File: src/rtl/spc_pkg.sv
// package: register map, field layout, reset values and state codes of the serial pin block
package spc_pkg;

  // ==========================================================
  // register byte addresses
  // ==========================================================
  localparam logic [31:0] SPC_ADDR_OD = 32'h000F_0050;    // open-drain select
  localparam logic [31:0] SPC_ADDR_NF = 32'h000F_0070;    // receive noise filter
  localparam logic [31:0] SPC_ADDR_INV = 32'h000F_0134;   // transmit level inversion
  localparam logic [31:0] SPC_ADDR_ROUTE = 32'h00F0_0730; // receive input routing
  localparam logic [31:0] SPC_ADDR_DIR = 32'h000F_FF20;   // port direction
  localparam logic [31:0] SPC_ADDR_PMC = 32'h000F_FF40;   // port mode control
  localparam logic [31:0] SPC_ADDR_LATCH = 32'h000F_FF00; // port output latch
  localparam logic [31:0] SPC_ADDR_STAT = 32'h000F_FF80;  // pin and receive status

  // ==========================================================
  // port geometry and field positions
  // ==========================================================
  localparam int SPC_NPINS = 5;     // pins of the shared port
  localparam int SPC_PIN_TX = 0;    // pin shared with serial data out
  localparam int SPC_PIN_RX = 1;    // pin shared with uart receive
  localparam int SPC_BIT_EXT = 0;   // routing: receive to interrupt input
  localparam int SPC_BIT_TMR = 1;   // routing: receive to timer channel 1
  localparam int SPC_STAT_PIN = 8;  // status: pin levels start here
  localparam int SPC_STAT_CHEN = 1; // status: channel enable bit

  // ==========================================================
  // reset values
  // ==========================================================
  localparam logic SPC_RST_BIT = 1'h0;            // single control bits
  localparam logic [1:0] SPC_RST_ROUTE = 2'h0;    // routing field
  localparam logic [4:0] SPC_RST_DIR = 5'h1F;     // all pins input
  localparam logic [4:0] SPC_RST_PMC = 5'h00;     // mode control
  localparam logic [4:0] SPC_RST_LATCH = 5'h00;   // output latch
  localparam logic [2:0] SPC_DIR_FIXED = 3'h7;    // unimplemented direction bits
  localparam logic [4:0] SPC_RST_PINS = 5'h00;    // pin drivers and samplers
  localparam logic SPC_RX_IDLE = 1'h1;            // idle level of the receive line
  localparam logic [31:0] SPC_RST_WORD = 32'h0000_0000; // bus words

  // ==========================================================
  // timing
  // ==========================================================
  localparam int unsigned SPC_MCK_DIV_DEF = 2; // hclk cycles per operating clock

  // ==========================================================
  // bus phase tracker, one-hot
  // ==========================================================
  typedef enum logic [2:0] {
    SPC_BUS_IDLE = 3'b001,  // no data phase pending
    SPC_BUS_WDATA = 3'b010, // write data phase
    SPC_BUS_RWAIT = 3'b100  // read wait state
  } spc_bus_t;

endpackage

File: src/rtl/spc_rx_filter.sv
// receive conditioning: two-flop synchroniser and two-sample level qualifier
`timescale 1ns/100ps

module spc_rx_filter
  import spc_pkg::*;
(
  input wire logic clk,       // block clock
  input wire logic rst_n,     // async reset, active low
  input wire logic pin_async, // raw receive pin
  input wire logic sample_en, // operating clock pulse
  input wire logic filter_en, // level qualifier on
  output logic level_q        // conditioned receive level
);

  logic meta_q; // first synchroniser stage
  logic sync_q; // second synchroniser stage
  logic samp_q; // previous operating-clock sample

  // ==========================================================
  // synchroniser
  // ==========================================================
  // two flops before anything looks at the pin
  always_ff @(posedge clk or negedge rst_n) begin
    if (!rst_n) begin
      meta_q <= SPC_RX_IDLE;
      sync_q <= SPC_RX_IDLE;
    end else begin
      meta_q <= pin_async;
      sync_q <= meta_q;
    end
  end

  // ==========================================================
  // qualifier
  // ==========================================================
  // keep the last operating-clock sample for comparison
  always_ff @(posedge clk or negedge rst_n) begin
    if (!rst_n) begin
      samp_q <= SPC_RX_IDLE;
    end else if (sample_en) begin
      samp_q <= sync_q;
    end
  end

  // output level, updated only on operating clock pulses
  always_ff @(posedge clk or negedge rst_n) begin
    if (!rst_n) begin
      level_q <= SPC_RX_IDLE;
    end else if (sample_en) begin
      if (!filter_en) begin
        level_q <= sync_q; // plain synchronised pass
      end else if (sync_q == samp_q) begin
        level_q <= sync_q; // two agreeing samples
      end else begin
        level_q <= level_q; // samples disagree: hold
      end
    end
  end
endmodule // spc_rx_filter

File: src/rtl/spc_top.sv
// top: serial pin conditioning with an ahb-lite register slave
`timescale 1ns/100ps

// Functional notes
// - invert tx data when invert bit set
// - inversion only while serial output enabled
// - filter syncs, then needs two equal samples
// - filter off passes synchronised input only
// - filter bit zero controls, others read zero
// - routing bit zero feeds rx to interrupt
// - routing bit one feeds rx to timer
// - open-drain bit selects n-channel output buffer
// - direction register resets to all ones
// - direction register takes whole byte writes
// - routing register byte writes, resets zero
// - filter register resets to zero
// - open-drain register resets zero, byte writes
module spc_top
  import spc_pkg::*;
#(
  parameter int unsigned MCK_DIV = SPC_MCK_DIV_DEF // hclk cycles per operating clock
) (
  input wire logic hclk,                        // bus and block clock
  input wire logic hresetn,                     // async reset, active low
  input wire logic hsel,                        // slave select
  input wire logic [31:0] haddr,                // byte address
  input wire logic [1:0] htrans,                // transfer type
  input wire logic hwrite,                      // write when high
  input wire logic [2:0] hsize,                 // transfer size
  input wire logic [31:0] hwdata,               // write data
  input wire logic hready,                      // bus ready in
  output logic hreadyout,                       // slave ready
  output logic [31:0] hrdata,                   // read data
  output logic hresp,                           // response, always okay
  input wire logic [SPC_NPINS-1:0] pin_in,      // port pin levels
  output logic [SPC_NPINS-1:0] pin_out,         // port pin drive value
  output logic [SPC_NPINS-1:0] pin_oe,          // port pin drive enable
  input wire logic ext_irq_pin,                 // dedicated interrupt pin
  input wire logic timer_ch1_input_pin,         // dedicated timer pin
  input wire logic serial_tx_data,              // engine transmit data
  input wire logic serial_output_enable,        // engine owns the data pin
  input wire logic serial_output_latch,         // software data level
  input wire logic channel_enable_status,       // channel running
  output logic rx_data,                         // conditioned receive level
  output logic ext_irq_input,                   // to external interrupt
  output logic timer_ch1_input,                 // to timer channel 1
  output logic channel_operating_clock          // operating clock pulse
);

  // ==========================================================
  // declarations
  // ==========================================================
  spc_bus_t state_q;          // bus phase tracker
  logic [31:0] addr_q;        // latched address phase
  logic hreadyout_q;          // registered ready
  logic [31:0] hrdata_q;      // registered read data
  logic hresp_q;              // registered response
  logic [31:0] rd_mux;        // read data selected by address
  logic take;                 // address phase accepted
  logic wr_go;                // write data phase now
  logic [7:0] wbyte;          // write byte lane
  logic od_q;                 // open-drain select
  logic nf_q;                 // receive noise filter enable
  logic inv_q;                // transmit level invert
  logic [1:0] route_q;        // receive routing
  logic [SPC_NPINS-1:0] dir_q;   // port direction
  logic [SPC_NPINS-1:0] pmc_q;   // port mode control
  logic [SPC_NPINS-1:0] latch_q; // port output latch
  logic [SPC_NPINS-1:0] pin_meta_q; // pin sync first stage
  logic [SPC_NPINS-1:0] pin_sync_q; // pin sync second stage
  logic ext_meta_q;           // interrupt pin first stage
  logic ext_sync_q;           // interrupt pin second stage
  logic tmr_meta_q;           // timer pin first stage
  logic tmr_sync_q;           // timer pin second stage
  logic [7:0] mck_cnt_q;      // operating clock divider
  logic mck_en_q;             // operating clock pulse
  logic rx_level;             // conditioned receive level
  logic ext_q;                // routed interrupt input
  logic tmr_q;                // routed timer input
  logic tx_level;             // data pin level after inversion stage
  logic tx_val;               // value aimed at the data pin
  logic drv_tx;               // data pin set up for output
  logic [SPC_NPINS-1:0] pin_out_q; // pin drive values
  logic [SPC_NPINS-1:0] pin_oe_q;  // pin drive enables

  // ==========================================================
  // bus front end
  // ==========================================================
  assign take = hsel && hready && htrans[1];
  assign wr_go = (state_q == SPC_BUS_WDATA);
  assign wbyte = hwdata[7:0];

  // address capture and phase sequencing
  always_ff @(posedge hclk or negedge hresetn) begin
    if (!hresetn) begin
      state_q <= SPC_BUS_IDLE;
      addr_q <= SPC_RST_WORD;
    end else begin
      case (state_q)
        SPC_BUS_RWAIT: begin
          state_q <= SPC_BUS_IDLE; // read answer lands now
        end
        SPC_BUS_IDLE, SPC_BUS_WDATA: begin
          if (take) begin
            addr_q <= haddr;
            state_q <= hwrite ? SPC_BUS_WDATA : SPC_BUS_RWAIT;
          end else begin
            state_q <= SPC_BUS_IDLE;
          end
        end
        default: begin
          state_q <= SPC_BUS_IDLE; // recover from a bad code
        end
      endcase
    end
  end

  // ready: one wait state on reads so data comes from registers
  always_ff @(posedge hclk or negedge hresetn) begin
    if (!hresetn) begin
      hreadyout_q <= 1'h1;
    end else if (state_q == SPC_BUS_RWAIT) begin
      hreadyout_q <= 1'h1;
    end else if (take && !hwrite) begin
      hreadyout_q <= 1'h0;
    end
  end

  // read data register and fixed okay response
  always_ff @(posedge hclk or negedge hresetn) begin
    if (!hresetn) begin
      hrdata_q <= SPC_RST_WORD;
      hresp_q <= 1'h0;
    end else begin
      hresp_q <= 1'h0;
      if (state_q == SPC_BUS_RWAIT) begin
        hrdata_q <= rd_mux;
      end
    end
  end

  // read decode; unmapped addresses read zero
  always_comb begin
    rd_mux = SPC_RST_WORD;
    case (addr_q)
      SPC_ADDR_OD: rd_mux = {31'h0000_0000, od_q};
      SPC_ADDR_NF: rd_mux = {31'h0000_0000, nf_q};
      SPC_ADDR_INV: rd_mux = {31'h0000_0000, inv_q};
      SPC_ADDR_ROUTE: rd_mux = {30'h0000_0000, route_q};
      SPC_ADDR_DIR: rd_mux = {24'h00_0000, SPC_DIR_FIXED, dir_q};
      SPC_ADDR_PMC: rd_mux = {27'h000_0000, pmc_q};
      SPC_ADDR_LATCH: rd_mux = {27'h000_0000, latch_q};
      SPC_ADDR_STAT: begin
        rd_mux[SPC_STAT_PIN +: SPC_NPINS] = pin_sync_q;
        rd_mux[SPC_STAT_CHEN] = channel_enable_status;
        rd_mux[0] = rx_level;
      end
      default: rd_mux = SPC_RST_WORD;
    endcase
  end

  // ==========================================================
  // serial control registers
  // ==========================================================
  // single control bits; unused positions are not stored
  always_ff @(posedge hclk or negedge hresetn) begin
    if (!hresetn) begin
      od_q <= SPC_RST_BIT;
      nf_q <= SPC_RST_BIT;
      inv_q <= SPC_RST_BIT;
    end else if (wr_go) begin
      if (addr_q == SPC_ADDR_OD) begin
        od_q <= wbyte[0];
      end
      if (addr_q == SPC_ADDR_NF) begin
        nf_q <= wbyte[0];
      end
      if (addr_q == SPC_ADDR_INV) begin
        inv_q <= wbyte[0]; // held still by software while running
      end
    end
  end

  // receive routing field
  always_ff @(posedge hclk or negedge hresetn) begin
    if (!hresetn) begin
      route_q <= SPC_RST_ROUTE;
    end else if (wr_go && addr_q == SPC_ADDR_ROUTE) begin
      route_q <= wbyte[1:0];
    end
  end

  // ==========================================================
  // port registers
  // ==========================================================
  // direction, mode control and latch: whole-byte writes only
  always_ff @(posedge hclk or negedge hresetn) begin
    if (!hresetn) begin
      dir_q <= SPC_RST_DIR;
      pmc_q <= SPC_RST_PMC;
      latch_q <= SPC_RST_LATCH;
    end else if (wr_go) begin
      if (addr_q == SPC_ADDR_DIR) begin
        dir_q <= wbyte[SPC_NPINS-1:0];
      end
      if (addr_q == SPC_ADDR_PMC) begin
        pmc_q <= wbyte[SPC_NPINS-1:0];
      end
      if (addr_q == SPC_ADDR_LATCH) begin
        latch_q <= wbyte[SPC_NPINS-1:0];
      end
    end
  end

  // ==========================================================
  // pin input synchronisers
  // ==========================================================
  // two flops on every asynchronous input
  always_ff @(posedge hclk or negedge hresetn) begin
    if (!hresetn) begin
      pin_meta_q <= SPC_RST_PINS;
      pin_sync_q <= SPC_RST_PINS;
      ext_meta_q <= 1'h0;
      ext_sync_q <= 1'h0;
      tmr_meta_q <= 1'h0;
      tmr_sync_q <= 1'h0;
    end else begin
      pin_meta_q <= pin_in;
      pin_sync_q <= pin_meta_q;
      ext_meta_q <= ext_irq_pin;
      ext_sync_q <= ext_meta_q;
      tmr_meta_q <= timer_ch1_input_pin;
      tmr_sync_q <= tmr_meta_q;
    end
  end

  // ==========================================================
  // operating clock and receive path
  // ==========================================================
  // divider: one-cycle pulse every MCK_DIV hclk cycles
  always_ff @(posedge hclk or negedge hresetn) begin
    if (!hresetn) begin
      mck_cnt_q <= 8'h00;
      mck_en_q <= 1'h0;
    end else if (mck_cnt_q >= 8'(MCK_DIV - 1)) begin
      mck_cnt_q <= 8'h00;
      mck_en_q <= 1'h1;
    end else begin
      mck_cnt_q <= mck_cnt_q + 8'h01;
      mck_en_q <= 1'h0;
    end
  end

  // synchroniser and optional qualifier on the receive pin
  spc_rx_filter u_rx_filter (
    .clk(hclk),
    .rst_n(hresetn),
    .pin_async(pin_in[SPC_PIN_RX]),
    .sample_en(mck_en_q),
    .filter_en(nf_q),
    .level_q(rx_level)
  );

  // routing of the receive level to interrupt and timer inputs
  always_ff @(posedge hclk or negedge hresetn) begin
    if (!hresetn) begin
      ext_q <= 1'h0;
      tmr_q <= 1'h0;
    end else begin
      ext_q <= route_q[SPC_BIT_EXT] ? rx_level : ext_sync_q;
      tmr_q <= route_q[SPC_BIT_TMR] ? rx_level : tmr_sync_q;
    end
  end

  // ==========================================================
  // transmit path and pin drivers
  // ==========================================================
  assign tx_level = serial_output_enable ? (serial_tx_data ^ inv_q)
    : serial_output_latch; // inversion applies only to engine data
  // latch must hold one for the serial level to pass
  assign tx_val = latch_q[SPC_PIN_TX] && tx_level;
  assign drv_tx = !dir_q[SPC_PIN_TX] && !pmc_q[SPC_PIN_TX];

  // registered drive value and enable for every pin
  always_ff @(posedge hclk or negedge hresetn) begin
    if (!hresetn) begin
      pin_out_q <= SPC_RST_PINS;
      pin_oe_q <= SPC_RST_PINS;
    end else begin
      for (int i = 0; i < SPC_NPINS; i++) begin
        pin_out_q[i] <= latch_q[i];
        pin_oe_q[i] <= !dir_q[i] && !pmc_q[i]; // direction 1 releases
      end
      if (od_q) begin
        pin_out_q[SPC_PIN_TX] <= 1'h0; // n-channel: pull low only
        pin_oe_q[SPC_PIN_TX] <= drv_tx && !tx_val;
      end else begin
        pin_out_q[SPC_PIN_TX] <= tx_val; // push-pull
        pin_oe_q[SPC_PIN_TX] <= drv_tx;
      end
    end
  end

  // ==========================================================
  // outputs
  // ==========================================================
  assign hreadyout = hreadyout_q;
  assign hrdata = hrdata_q;
  assign hresp = hresp_q;
  assign pin_out = pin_out_q;
  assign pin_oe = pin_oe_q;
  assign rx_data = rx_level;
  assign ext_irq_input = ext_q;
  assign timer_ch1_input = tmr_q;
  assign channel_operating_clock = mck_en_q;
endmodule // spc_top

File: config.mk
export PLATFORM = sky130hd
export DESIGN_NAME = spc_top
export DESIGN_NICKNAME = d
export VERILOG_FILES = /design/src/rtl/spc_pkg.sv /design/src/rtl/spc_rx_filter.sv /design/src/rtl/spc_top.sv
export SDC_FILE = /design/constraint.sdc
export NUM_CORES = 1
export LEC_CHECK = 0
export BUFFER_PORTS_ARGS = -buffer_cell sky130_fd_sc_hd__buf_2
export CAP_MARGIN = 30
export CORE_ASPECT_RATIO = 0.7
export CORE_MARGIN = 3
export CORE_UTILIZATION = 35
export DETAILED_ROUTE_END_ITERATION = 7
export PLACE_DENSITY_LB_ADDON = 0.1
export SYNTH_ARGS = -nofsm -noshare
export SYNTH_HDL_FRONTEND = slang
export SYNTH_HIERARCHICAL = 1
export SYNTH_SLANG_ARGS = --single-unit
File: constraint.sdc
create_clock -name hclk -period 2.27 [get_ports hclk]
set_input_delay 0.3405 -clock hclk [delete_from_list [all_inputs] [get_ports hclk]]
set_output_delay 0.3405 -clock hclk [all_outputs]
set_load 0.03 [all_outputs]
==> reports/qor.csv <==
metric;value;unit
nets@finish;531;
CP cell instances;or3_4 > or3_4 > or4_4 > buf_6 > nor3_4 > buf_6 > mux2_4;
port bufs;81;
CTS Buf Count;9;
Leak;2.54;nW
core area;11900;µm²
crit path launch type;register;
Crit Path Category;reg -> reg;
CTS tree;yes;
Hold Path Depth;1;
Antenna Nets Post-Route;0;
fin. max-slew vios;0;
final hold vios;0;
Reg power frac;49.9;%
GR Util met2;21.4;%
mapped cell area;4330;µm²
Yosys top cell area share;54.9;%
Post-synth EDFFs;0;
failing checks;setup timing;
clk_lat worst skew;0.34;ns
relative slew slack;53.2;%
H-Tree Depth;3;
outcome;finished with violations;
I/O pin total;133;
placed cell count;587;
Syn Inst Count;326;
Int Power;0.00326;W
setup TNS;-2.31;ns
Most Crowded Layer GR;met2;
Starting DRT DRC Count;99;
combinational power share;14.1;%
wire per inst;15.1;µm
Antenna Cells;0;
share of post-route cells with drive strength above 1;46.9;%
gp weighted congestion;0.769;
Post-DP Area;5070;µm²
Tcrit/Tclk final;108;%
HP Start;pin_in[3];
worst reg-to-reg setup slack;-0.18;ns
post-synthesis sequential area ratio;61.6;%
TritonCTS Sinks;106;
root buf cell;clkbuf_16;
final wirelength;9130;µm
setup ws final;-0.185;ns
switch share;25.7;%
peak supply drop;0.533;mV
Area contributors post-synth;dfrtp_1, mux2_2, dfstp_2, buf_4, nand2_1;
Unique masters post-synth;50;
GRT met1 Usage;19.1;%
max_cap viols;0;
arrival time worst endpoint;2.73;ns
CP Capture Type;register;
hold path endpoint;pin_meta_q[3];
dominant cell type by area after synthesis;dfrtp_1;
Sw Pwr;0.00113;W
Cell Rows;33;
DPL Wire Length;6610;µm
Max Clock Freq;407;MHz
first-pass GRT wire length;15100;µm
via count;2859;
Reg-to-Reg End;dir_q[3];
vias per inst;4.73;
top-count cell post-synth;dfrtp_1;
CP max FO;4;
Chip Height;99.1;µm
min Tclk post-route;2.45;ns
Setup violations, final;15;
slowest CP cell;or4_4;
initial antenna violation count;0;
origin of the critical flop-to-flop path;addr_q[3];
clk buf depth;2;
non-filler instance count after layout;605;
Post-synth ARST share;100;%
RSZ-0062 raised after global routing;yes;
Tightest Pin Transition;0.700;ns
largest net degree at the start of global routing;50;
Total GRT Usage;13.9;%
Synth top cells by count;dfrtp_1, mux2_2, buf_4;
Die ar.;13800;µm²
register bit count reported by yosys;106;
vias in the first global route;3001;
Worst R2R Path Depth;7;
First-pass DRT Iterations;4;
CP Data Required Time;2.54;ns
total power;0.00438;W
DRC;0;
Yosys Warn Count;6;
Initial Util;36.4;%
Clock Power Share;36.0;%
die width;139;µm
fin area;5510;µm²
met3 GRT Util;4.32;%
GRT overflow;0;
clock transition at the registers of the reported paths;0.07;ns
Largest stage delay, worst path;0.54;ns
ys flop type;dfrtp_1;
Worst Skew;0.00955;ns
Cell Pwr Density;796;nW/µm²
worst hold path class;in -> reg;
synthesized area per cell;13.3;µm²
hold_ws;0.0967;ns
P&R area growth vs syn;27.2;%
worst max path at each step:
| stage | from | endpoint | slack [ns] | cells past startpoint |
|---|---|---|---|---|
| global placement | addr_q[3] | dir_q[0] | -0.25 | 7 |
| detailed placement | addr_q[3] | dir_q[0] | -0.27 | 7 |
| CTS | addr_q[3] | dir_q[1] | -0.20 | 7 |
| floorplan | addr_q[3] | latch_q[0] | -0.19 | 6 |
| finish | addr_q[3] | dir_q[3] | -0.18 | 7 |
| global route | addr_q[3] | dir_q[4] | -0.25 | 7 |
power groups by stage:
stage,logic (W),registers [W],clock network (W)
floorplan,0.000347,0.00223,0
global placement,0.000598,0.00221,0
detailed placement,0.000608,0.00222,0
CTS,0.000617,0.00219,0.00163
global route,0.000678,0.00221,0.00171
finish,0.000619,0.00219,0.00158
cell usage in the layout (no fill, tap or decap), types with 3 or more instances in the layout:
cell type  count
mux2i_1        5
nand3_1        7
nand4_1        3
nor4_1         5
o31ai_1        3
dfrtp_1       95
inv_1          6
nor4_2         3
buf_6          5
buf_2         80
mux2_2        44
nor3_1         7
xnor2_1        3
mux2_4        10
a21oi_1        5
conb_1        25
nor2_1        15
or3_4          3
buf_4         25
a22o_1         5
dfstp_2       11
clkbuf_16      9
and3_1         3
o21ai_0        3
nor2b_1        3
ha_1           3
o21ai_1        3
nand2_1       18
registers in the layout, indices dropped and copies added, names as in the netlist, 2 cells and up:
register    count
addr_q         32
dir_q           5
hrdata         11
latch_q         5
mck_cnt_q       8
pin_meta_q      5
pin_oe          5
pin_out         5
pin_sync_q      5
pmc_q           5
route_q         2
state_q         3
cells by family (layout without fill, tap and decap cells):
| kind of cell | after synthesis | in the layout | synth area share (%) |
|---|---|---|---|
| flip-flops | 106 | 106 | 61.6 |
| multiplexers | 59 | 59 | 15.2 |
| XOR/XNOR | 3 | 3 | 0.607 |
| buffers and inverters | 36 | 134 | 5.23 |
| other | 1 | 25 | 0.0866 |
| AO/OA/AOI/OAI | 30 | 30 | 4.82 |
| adder cells (fa/ha/maj) | 3 | 3 | 0.867 |
| AND/OR/NAND/NOR | 88 | 88 | 11.6 |
per-layer routing:
| metal | wire length, µm | share of wire [%] |
|---|---|---|
| met5 | 0 | 0 |
| met4 | 114 | 1.2 |
| met3 | 481 | 5.3 |
| met1 | 4500 | 49 |
| met2 | 4030 | 44 |
worst max-delay path, delay by kind of cell (launching register included):
family / cells / cell delay (ns)
AND/OR/NAND/NOR: 4 / 1.42
flip-flops: 1 / 0.38
buffers and inverters: 2 / 0.30
multiplexers: 1 / 0.29
cell type report:
cell class / instances / area (µm²)
clock buffer: 11 / 243
fill: 1134 / 6380
multi-input combinational: 208 / 1650
inverter: 6 / 22.5
clock inverter: 5 / 60.1
timing repair buffer: 112 / 674
tap: 157 / 196
sequential: 106 / 2670
what timing repair did:
action,in CTS,in global routing
hold buffers,1,0
setup buffers,0,2
pin swaps,2,3
endpoints found under the hold margin,34,0
resized for setup,16,13
setup endpoints to repair,17,24
stage by stage:
| step | util [%] | worst slack [ns] |
|---|---|---|
| 6_report | 46.3 | -0.185 |
| 5_1_grt | 46.3 | -0.246 |
| 4_1_cts | 45.8 | -0.199 |
| 3_5_place_dp | 42.6 | -0.269 |
| 3_3_place_gp | 42.6 | -0.251 |
| 2_1_floorplan | - | -0.190 |
(Power assumes the default switching activity.)
